`src/verilog/vrc_map.svh`:
```
/*
 * Register map and field constants for the voltage reference control block.
 * Assumes an 8-bit register file reached over classic Wishbone with 32-bit data.
 */
`ifndef VRC_MAP_SVH
`define VRC_MAP_SVH

// ****************************************************************
// Register indices and address width
// ****************************************************************
`define VRC_IDX_COMPARATOR_CONTROL 8'h1F
`define VRC_IDX_PORT_A_DIRECTION 8'h85
`define VRC_IDX_REF_CONTROL 8'h9F
`define VRC_IDX_STATUS 8'hA0
`define VRC_ADDR_W 10

// ****************************************************************
// Reset values
// ****************************************************************
`define VRC_RST_COMPARATOR_CONTROL 8'h00
`define VRC_RST_PORT_A_DIRECTION 8'hFF
`define VRC_RST_REF_CONTROL 8'h00

// ****************************************************************
// Field positions
// ****************************************************************
`define VRC_BIT_REF_ENABLE 7
`define VRC_BIT_PIN_DRIVE 6
`define VRC_BIT_RANGE 5
`define VRC_BIT_UNUSED 4
`define VRC_TAP_HI 3
`define VRC_TAP_LO 0
`define VRC_MODE_HI 2
`define VRC_MODE_LO 0
`define VRC_OUT_PIN_BIT 2
`define VRC_CTRL_WMASK 8'hEF

// ****************************************************************
// Comparator mode that routes the internal reference
// ****************************************************************
`define VRC_MODE_INT_REF 3'h2

`endif

```
`src/verilog/vrc_pkg.sv`:
```
/*
 * Types shared by the voltage reference control block.
 * Assumes the constants of vrc_map.svh.
 */
package vrc_pkg;
    typedef logic [7:0] vrc_byte_t;
    typedef enum logic {
        VRC_RANGE_HIGH,
        VRC_RANGE_LOW
    } vrc_range_e;
endpackage : vrc_pkg

```
`src/verilog/vrc_tap_decode.sv`:
```
/*
 * Ladder tap decoder: one-hot tap select and range segment controls.
 * Assumes registered control inputs on the same clock as the caller.
 */
`timescale 1ns/1ps
`include "vrc_map.svh"
module vrc_tap_decode
    import vrc_pkg::*;
(
    // Clock and reset
    input wire logic clk_i,
    input wire logic rst_i,
    // Settings
    input wire logic enable_i,
    input wire logic range_low_i,
    input wire logic [3:0] tap_i,
    // Ladder controls
    output logic [15:0] tap_onehot_o,
    output logic powered_o,
    output logic bottom_short_o,
    output logic quarter_seg_o
);
    // ****************************************************************
    // One flip-flop per tap
    // ****************************************************************
    genvar g;
    generate
        for (g = 0; g < 16; g++) begin : g_tap
            always_ff @(posedge clk_i) begin
                if (rst_i) begin
                    tap_onehot_o[g] <= 1'b0;
                end else begin
                    tap_onehot_o[g] <= enable_i && (tap_i == 4'(g));
                end
            end
        end
    endgenerate

    // ****************************************************************
    // Range segments: low range is tap/24, high range is 1/4 plus tap/32
    // ****************************************************************
    always_ff @(posedge clk_i) begin
        if (rst_i) begin
            powered_o <= 1'b0;
            bottom_short_o <= 1'b0;
            quarter_seg_o <= 1'b0;
        end else begin
            powered_o <= enable_i;
            bottom_short_o <= enable_i && range_low_i;
            quarter_seg_o <= enable_i && !range_low_i;
        end
    end
endmodule : vrc_tap_decode

```
`src/verilog/vrc_ctrl.sv`:
```
/*
 * Voltage reference control: ref_control, comparator_control and
 * port_a_direction registers behind a classic Wishbone slave, ladder
 * controls, pin routing and comparator reference routing.
 * Assumes a single 50 MHz clock, synchronous active-high reset, and that
 * sleep only gates the analog side and never touches this register file.
 */
// Behaviour
// - Four-bit tap select picks one of sixteen levels within the range.
// - Range 1 gives tap/24 of supply; range 0 gives quarter plus tap/32.
// - Ladder powered only while the reference enable bit is set.
// - Reset clears the reference enable bit, bit 7.
// - Reset clears pin drive enable and range select bits.
// - Reset clears all four tap select bits.
// - Sleep wake-up leaves every control bit unchanged.
// - Pin driven only when its direction bit and drive enable are set.
// - Reference control is independent of comparator settings.
// - Control register resets to zero; bit 4 always reads zero.
// - Comparator mode 010 routes the reference to both comparator inputs.
`timescale 1ns/1ps
`include "vrc_map.svh"
module vrc_ctrl
    import vrc_pkg::*;
(
    // Clock and reset
    input wire logic clk_i,
    input wire logic rst_i,
    // Wishbone slave
    input wire logic cyc_i,
    input wire logic stb_i,
    input wire logic we_i,
    input wire logic [`VRC_ADDR_W-1:0] adr_i,
    input wire logic [3:0] sel_i,
    input wire logic [31:0] dat_i,
    output logic [31:0] dat_o,
    output logic ack_o,
    // Power state
    input wire logic sleep_i,
    // Comparator outputs into comparator_control bits 7:6
    input wire logic [1:0] cmp_out_i,
    // Ladder controls
    output logic [15:0] tap_onehot_o,
    output logic ladder_power_o,
    output logic ladder_bottom_short_o,
    output logic ladder_quarter_seg_o,
    // Routing
    output logic ref_pin_connect_o,
    output logic cmp_ref_select_o,
    output logic [2:0] comparator_mode_o
);
    // ****************************************************************
    // Registers
    // ****************************************************************
    vrc_byte_t ref_control_reg;
    vrc_byte_t comparator_control_reg;
    vrc_byte_t port_a_direction_reg;
    logic [7:0] idx;
    logic req;
    logic wr_lane0;
    vrc_range_e range_sel;

    assign idx = adr_i[9:2];
    assign req = cyc_i && stb_i && !ack_o;
    assign wr_lane0 = req && we_i && sel_i[0];

    // ****************************************************************
    // Wishbone answer: one wait state, ack for one cycle
    // ****************************************************************
    always_ff @(posedge clk_i) begin
        if (rst_i) begin
            ack_o <= 1'b0;
        end else begin
            ack_o <= req;
        end
    end

    always_ff @(posedge clk_i) begin
        if (rst_i) begin
            dat_o <= 32'h0000_0000;
        end else if (req && !we_i) begin
            case (idx)
                `VRC_IDX_REF_CONTROL: dat_o <= {24'h00_0000, ref_control_reg};
                `VRC_IDX_COMPARATOR_CONTROL: dat_o <= {24'h00_0000, comparator_control_reg};
                `VRC_IDX_PORT_A_DIRECTION: dat_o <= {24'h00_0000, port_a_direction_reg};
                `VRC_IDX_STATUS: dat_o <= {29'h0, ladder_power_o,
                    ref_pin_connect_o, cmp_ref_select_o};
                default: dat_o <= 32'h0000_0000;
            endcase
        end
    end

    // ****************************************************************
    // ref_control: no sleep term, so wake-up preserves it
    // ****************************************************************
    always_ff @(posedge clk_i) begin
        if (rst_i) begin
            ref_control_reg <= `VRC_RST_REF_CONTROL;
        end else if (wr_lane0 && idx == `VRC_IDX_REF_CONTROL) begin
            ref_control_reg <= dat_i[7:0] & `VRC_CTRL_WMASK;
        end
    end

    // ****************************************************************
    // comparator_control: outputs read-only, low six bits writable
    // ****************************************************************
    always_ff @(posedge clk_i) begin
        if (rst_i) begin
            comparator_control_reg <= `VRC_RST_COMPARATOR_CONTROL;
        end else begin
            comparator_control_reg[7:6] <= cmp_out_i;
            if (wr_lane0 && idx == `VRC_IDX_COMPARATOR_CONTROL) begin
                comparator_control_reg[5:0] <= dat_i[5:0];
            end
        end
    end

    always_ff @(posedge clk_i) begin
        if (rst_i) begin
            port_a_direction_reg <= `VRC_RST_PORT_A_DIRECTION;
        end else if (wr_lane0 && idx == `VRC_IDX_PORT_A_DIRECTION) begin
            port_a_direction_reg <= dat_i[7:0];
        end
    end

    // ****************************************************************
    // Routing outputs
    // ****************************************************************
    assign range_sel = ref_control_reg[`VRC_BIT_RANGE] ? VRC_RANGE_LOW : VRC_RANGE_HIGH;

    always_ff @(posedge clk_i) begin
        if (rst_i) begin
            ref_pin_connect_o <= 1'b0;
            cmp_ref_select_o <= 1'b0;
            comparator_mode_o <= 3'h0;
        end else begin
            ref_pin_connect_o <= port_a_direction_reg[`VRC_OUT_PIN_BIT]
                && ref_control_reg[`VRC_BIT_PIN_DRIVE];
            cmp_ref_select_o <= comparator_control_reg[`VRC_MODE_HI:`VRC_MODE_LO]
                == `VRC_MODE_INT_REF;
            comparator_mode_o <= comparator_control_reg[`VRC_MODE_HI:`VRC_MODE_LO];
        end
    end

    // ****************************************************************
    // Ladder decoder
    // ****************************************************************
    vrc_tap_decode u_tap (
        .clk_i(clk_i),
        .rst_i(rst_i),
        .enable_i(ref_control_reg[`VRC_BIT_REF_ENABLE]),
        .range_low_i(range_sel == VRC_RANGE_LOW),
        .tap_i(ref_control_reg[`VRC_TAP_HI:`VRC_TAP_LO]),
        .tap_onehot_o(tap_onehot_o),
        .powered_o(ladder_power_o),
        .bottom_short_o(ladder_bottom_short_o),
        .quarter_seg_o(ladder_quarter_seg_o)
    );

    logic unused_sleep;
    assign unused_sleep = sleep_i;
endmodule : vrc_ctrl

```
`config.mk`:
```
export PLATFORM = sky130hd
export DESIGN_NAME = vrc_ctrl
export DESIGN_NICKNAME = d
export VERILOG_FILES = /design/src/verilog/vrc_pkg.sv /design/src/verilog/vrc_tap_decode.sv /design/src/verilog/vrc_ctrl.sv
export VERILOG_INCLUDE_DIRS = /design/src /design/src/verilog
export SDC_FILE = /design/constraint.sdc
export NUM_CORES = 1
export LEC_CHECK = 0
export ABC_AREA = 1
export ABC_CLOCK_PERIOD_IN_PS = 2400
export CORE_UTILIZATION = 30
export CTS_CLUSTER_DIAMETER = 80
export DETAILED_ROUTE_END_ITERATION = 10
export DONT_BUFFER_PORTS = 1
export SYNTH_ARGS = -nofsm -noshare
export SYNTH_HDL_FRONTEND = slang
export SYNTH_SLANG_ARGS = --single-unit
```
`constraint.sdc`:
```
create_clock -name clk_i -period 2.4 [get_ports clk_i]
set_input_delay 0.6 -clock clk_i [delete_from_list [all_inputs] [get_ports clk_i]]
set_output_delay 0.6 -clock clk_i [all_outputs]
set_load 0.05 [all_outputs]
```
==> impl_metrics.yaml, run 1 <==
outcome:
  outcome: "completed"
power_and_ir_drop:
  power_mw: 1.67
  p_leak_nw: 1.08
  combinationalPowerShare_pct: 8.1
  internal_power_mw: 1.26
  switching_power_uw: 410
  p_per_area_nw_per_um2: 677
  vdd_drop_max_v: 0.000197
  power.share.switching_pct: 24.6
  p_clk_share_pct: 36.0
  seqPwrFrac_pct: 56.0
hold_path:
  whs_path_depth: 1
  hold_path_end: "dat_o[7]$_SDFFE_PP0P_"
  hp-start: "rst_i"
  hold_path.class: "input pin to flop"
timing:
  fmax_mhz: 633
  fin_crit_ps: 1580
  setup_viol_count_final: 0
  slew_violations: 0
  setup_slack_ps: 820
  hold_viol_final: 0
  rsz0062_at_grt: "no"
  min_period_over_period_pct: 65.8
  finalSetupTns_ps: 0
  slew_headroom_pct: 63.7
  fin_skew_ps: 6.99
  worst_slew_pin_slew_ps: 544
grt:
  antenna_found_initial: 0
  grt_pass1_wl_um: 8000
  overflow: 0
  grt_util_all_layers_pct: 12.7
  grt_pass1_vias: 1691
  grt_max_degree: 22
synthesis:
  dominantRegCellSynth: "dfxtp_1"
  synth_top_area_share_pct: 47.9
  ys_seq_area_share_pct: 47.9
  syn_area_per_cell_um2: 7.99
  synth_largest_area_cell: "dfxtp_1"
  ys_seq_elements: 56
  ys_types: 26
  synth.most_common_cell: "dfxtp_1"
  ys_top_cells_by_count: "dfxtp_1, nand2_1, nor2_1, nand3_1, buf_4"
  yosys_warnings: 0
  syn_area_um2: 2340
  synth-async-reset-ratio_pct: 0
  synth_edf_count: 0
  syn_inst: 293
  synth_area_leaders: "dfxtp_1, nand2_1, buf_4"
worst_setup_path:
  critical_path_class: "flop to output pin"
  critPathMaxFanout: 2
  end_kind: "output pin"
  r2r.worst_path.cells: 7
  r2r_end: "ref_control_reg[2]$_SDFFE_PP0P_"
  cp.required_ps: 1800
  crit_start: "ref_pin_connect_o$_SDFF_PP0_"
  crit_path_start_kind: "flop"
  reg2reg_slack_ps: 940
  r2r-start: "ack_o$_SDFF_PP0_"
  cp.arrival_ps: 980
final_layout:
  syn_to_final_growth_pct: 5.19
  antenna_cells: 0
  nNetsFinal: 350
  top_register: "u_tap.tap_onehot_o"
  largest_reg_flops: 16
  drive_above_1_share_pct: 11.4
clocking:
  cts.reportedPaths.clkPinSlew_ps: 90
  cts.sinks: 56
  h-tree-depth: 2
  clk_latency_ps: 310
  postCtsSetupBuffers: 0
  cts.repair.resized: 0
  ctsRootBufferMaster: "clkbuf_8"
  cts_buffer_depth: 2
  cts_buffers: 5
  cts_tree: "yes"
  cts_hold_buf: 0
die:
  dieArea_um2: 8160
  coreArea_um2: 7410
  boundaryPins: 111
  start_util_pct: 31.6
  core.rowCount: 31
  die_h_um: 90.3
  die_x_um: 90.3
detailed_routing:
  drt-pass1-iter-count: 4
  drt_wl_total_um: 4990
  vias_per_cell: 4.29
  dr_total_vias: 1698
  wl_per_cell_um: 12.6
  drc: 0
  ant_nets: 0
  dr.first_iter.drc_count: 55
run:
  maxCapViolations: 0
placement:
  gp_congestion: 0.775
  dp_slack_ps: 704
  portBuffers: 0
  dpl.hpwl_um: 3870
==> layer usage <==
layer / vias up / track usage [%] / part of all wire (%)
li1: 883 / - / -
met5: - / 0 / 0
met1: 743 / 13.2 / 41
met4: 0 / 5.38 / 2.1
met3: 11 / 5.05 / 7.7
met2: 61 / 22.6 / 49
==> layout by cell type (no fill, tap or decap), types with 7 or more instances in the layout <==
cell type and count:
nand3_1 32, a21oi_1 15, nand2_1 51, o21ai_0 7, nor2_4 7, nor2_1 41
dfxtp_1 56, inv_1 22, o21ai_1 11, conb_1 24
==> power by group through the flow <==
stage | Combinational [mW] | Clock, mW | Sequential, mW
global placement | 0.133 | 0 | 0.954
global route | 0.141 | 0.658 | 0.933
floorplan | 0.156 | 0 | 0.956
CTS | 0.134 | 0.623 | 0.932
finish | 0.134 | 0.599 | 0.932
detailed placement | 0.134 | 0 | 0.954
==> cell type report <==
type	count	area, um2
Clock buffer	6	72.6
Clock inverter	2	35.0
Fill cell	793	4950
Inverter	27	104
Multi-Input combinational cell	203	982
Sequential cell	56	1120
Tap cell	99	124
Timing Repair Buffer	3	22.5
==> worst max path at each step <==
stage	to	slack (ps)	cells past startpoint
2_1_floorplan	ref_control_reg[6]$_SDFFE_PP0P_	900	8
3_3_place_gp	comparator_control_reg[2]$_SDFFE_PP0P_	740	8
3_5_place_dp	comparator_control_reg[2]$_SDFFE_PP0P_	700	8
4_1_cts	cmp_ref_select_o	800	0
5_1_grt	cmp_ref_select_o	780	0
6_report	ref_pin_connect_o	820	0
==> metrics by stage <==
stage / hold WS, ps / cell area (um2) / instances / utilization (%)
2_1_floorplan: 393 / 2430 / 316 / -
3_3_place_gp: 410 / 2350 / 388 / 31.8
3_5_place_dp: 419 / 2350 / 388 / 31.8
4_1_cts: 337 / 2460 / 396 / 33.2
5_1_grt: 326 / 2460 / 396 / 33.2
6_report: 348 / 2460 / 396 / 33.2
==> logic make-up (layout without fill, tap and decap cells) <==
logic type             Yosys count  after routing  synth area share, %
buffers and inverters           57             38                 13.8
flip-flops                      56             56                 47.9
AND/OR/NAND/NOR                143            143                 30.0
AO/OA/AOI/OAI                   36             36                 8.13
other                            1             24                0.160
No activity file was read; power rests on OpenSTA's default activity.
==> run 2: changes to the inputs <==
- ABC_CLOCK_PERIOD_IN_PS: 2400 -> 1350
- clock period: 2.4 -> 1.35 ns (I/O delays scaled with it)
==> run 2 against run 1 <==
Critical path depth unchanged. Clock power increased by 75%. Via count increased by 7.2%. Largest cell class unchanged. Highest routed layer unchanged. Critical path type unchanged. Sequential share of layout area decreased by 2.6 points. First-iteration DRC count decreased by 3.6%. Largest power group unchanged.
==> impl_metrics.yaml, run 2 (same netlist as run 1, synthesis figures left out) <==
final_layout:
  multi_input_area_um2: 987
  nNetsFinal: 369
  fin_cells: 415
  fill_cells: 782
  top_register: "u_tap.tap_onehot_o"
  drive_above_1_share_pct: 17.1
  syn_to_final_growth_pct: 11.6
  layout_commonest_cell: "dfxtp_1"
  largest_reg_flops: 16
  mostFrequentLayoutCells: "dfxtp_1, nand2_1, nor2_1, nand3_1, conb_1"
  antenna_cells: 0
  ff_latch_area_um2: 1120
placement:
  dpl.hpwl_um: 3990
  portBuffers: 0
  placed_cells: 407
  gp_congestion: 0.818
clocking:
  cts.reportedPaths.clkPinSlew_ps: 90
  cts.sinks: 56
  clk_latency_ps: 300
  cts_tree: "yes"
  h-tree-depth: 2
  cts_buffers: 5
  ctsRootBufferMaster: "clkbuf_8"
  cts_buffer_depth: 2
  cts_hold_buf: 0
worst_setup_path:
  cp.arrival_ps: 960
  reg2reg_slack_ps: 120
  r2r-start: "ack_o$_SDFF_PP0_"
  r2r_end: "ref_control_reg[2]$_SDFFE_PP0P_"
  crit_path_start_kind: "flop"
  worstSetupPathDepth: 0
  critical_path_class: "flop to output pin"
  r2r.worst_path.cells: 6
  end_kind: "output pin"
  crit_start: "dat_o[7]$_SDFFE_PP0P_"
  critPathMaxFanout: 2
  cp.required_ps: 1010
grt:
  grt_max_degree: 22
  grt_pass1_vias: 1730
  antenna_found_initial: 0
  grt_util_all_layers_pct: 12.7
  grt_pass1_wl_um: 8090
  overflow: 0
timing:
  slew_headroom_pct: 65.4
  slew_violations: 0
  setup_viol_count_final: 0
  min_period_over_period_pct: 96.3
  fin_skew_ps: 9.05
  worst_hold_slack_ps: 87.3
  hold_viol_final: 0
  fmax_mhz: 770
  fin_crit_ps: 1300
  rsz0062_at_grt: "no"
  worst_slew_pin_slew_ps: 518
detailed_routing:
  dr_total_vias: 1820
  ant_nets: 0
  drc: 0
  drt_wl_total_um: 4980
  dr.first_iter.drc_count: 53
  drt-pass1-iter-count: 4
  vias_per_cell: 4.39
  wl_per_cell_um: 12.0
die:
  coreArea_um2: 7410
  die_x_um: 90.3
  die_h_um: 90.3
  start_util_pct: 31.6
  boundaryPins: 111
  dieArea_um2: 8160
  core.rowCount: 31
hold_path:
  hold_path.class: "input pin to flop"
  hp-start: "rst_i"
  whs_path_depth: 1
  hold_path_end: "ack_o$_SDFF_PP0_"
outcome:
  outcome: "completed"
power_and_ir_drop:
  p_per_area_nw_per_um2: 1130
  p_leak_nw: 1.18
  vdd_drop_max_v: 0.000413
run:
  maxCapViolations: 0
run 2: cell types whose count changed in the layout (fill, tap and decap cells not counted), sizes merged:
cell  before  now
buf        3   22
run 2: worst max path at each step:
| stage | to |
|---|---|
| floorplan | ref_control_reg[6]$_SDFFE_PP0P_ |
| global placement | comparator_control_reg[2]$_SDFFE_PP0P_ |
| detailed placement | comparator_control_reg[2]$_SDFFE_PP0P_ |
| CTS | dat_o[7] |
| global route | ref_control_reg[2]$_SDFFE_PP0P_ |
| finish | dat_o[7] |
run 2: through the flow:
step | power, mW | setup slack [ps] | setup TNS, ps | area (um2) | utilization [%]
after CTS | 2.99 | 32.8 | 0 | 2610 | 35.2
after global placement | 1.94 | 15.6 | 0 | 2500 | 33.7
after global routing | 3.08 | 3.31 | 0 | 2610 | 35.2
after detailed placement | 1.94 | -9.67 | -9.67 | 2500 | 33.7
after floorplan | 1.98 | 50.0 | 0 | 2430 | -
final | 2.96 | 50.5 | 0 | 2610 | 35.2
run 2: what timing repair did:
action,4_1_cts,5_1_grt
setup endpoints to repair,0,4
resized for setup,0,2
buffers inserted,0,0
run 2: report_power, final:
group	total, mW	internal (mW)	switching [mW]	leakage, nW
Sequential	1.66	1.66	0.00298	0.452
Clock	1.05	0.551	0.503	0.0552
Combinational	0.247	0.0332	0.214	0.670
Total	2.96	2.24	0.720	1.18
run 2: final cells by class:
| type | instances | area share [%] |
|---|---|---|
| clock buffer | 6 | 2.78 |
| inverter | 27 | 3.98 |
| multi-input combinational | 203 | 37.8 |
| clock inverter | 2 | 1.34 |
| sequential | 56 | 43.0 |
| timing repair buffer | 22 | 6.33 |
| tap | 99 | 4.75 |
run 2: routing by layer:
| layer | vias to the layer above | wire length [um] | track usage (%) |
|---|---|---|---|
| met2 | 71 | 2430 | 22.1 |
| li1 | 923 | - | - |
| met5 | - | 0 | 0 |
| met3 | 13 | 325 | 3.96 |
| met1 | 813 | 2080 | 14.1 |
| met4 | 0 | 136 | 5.65 |
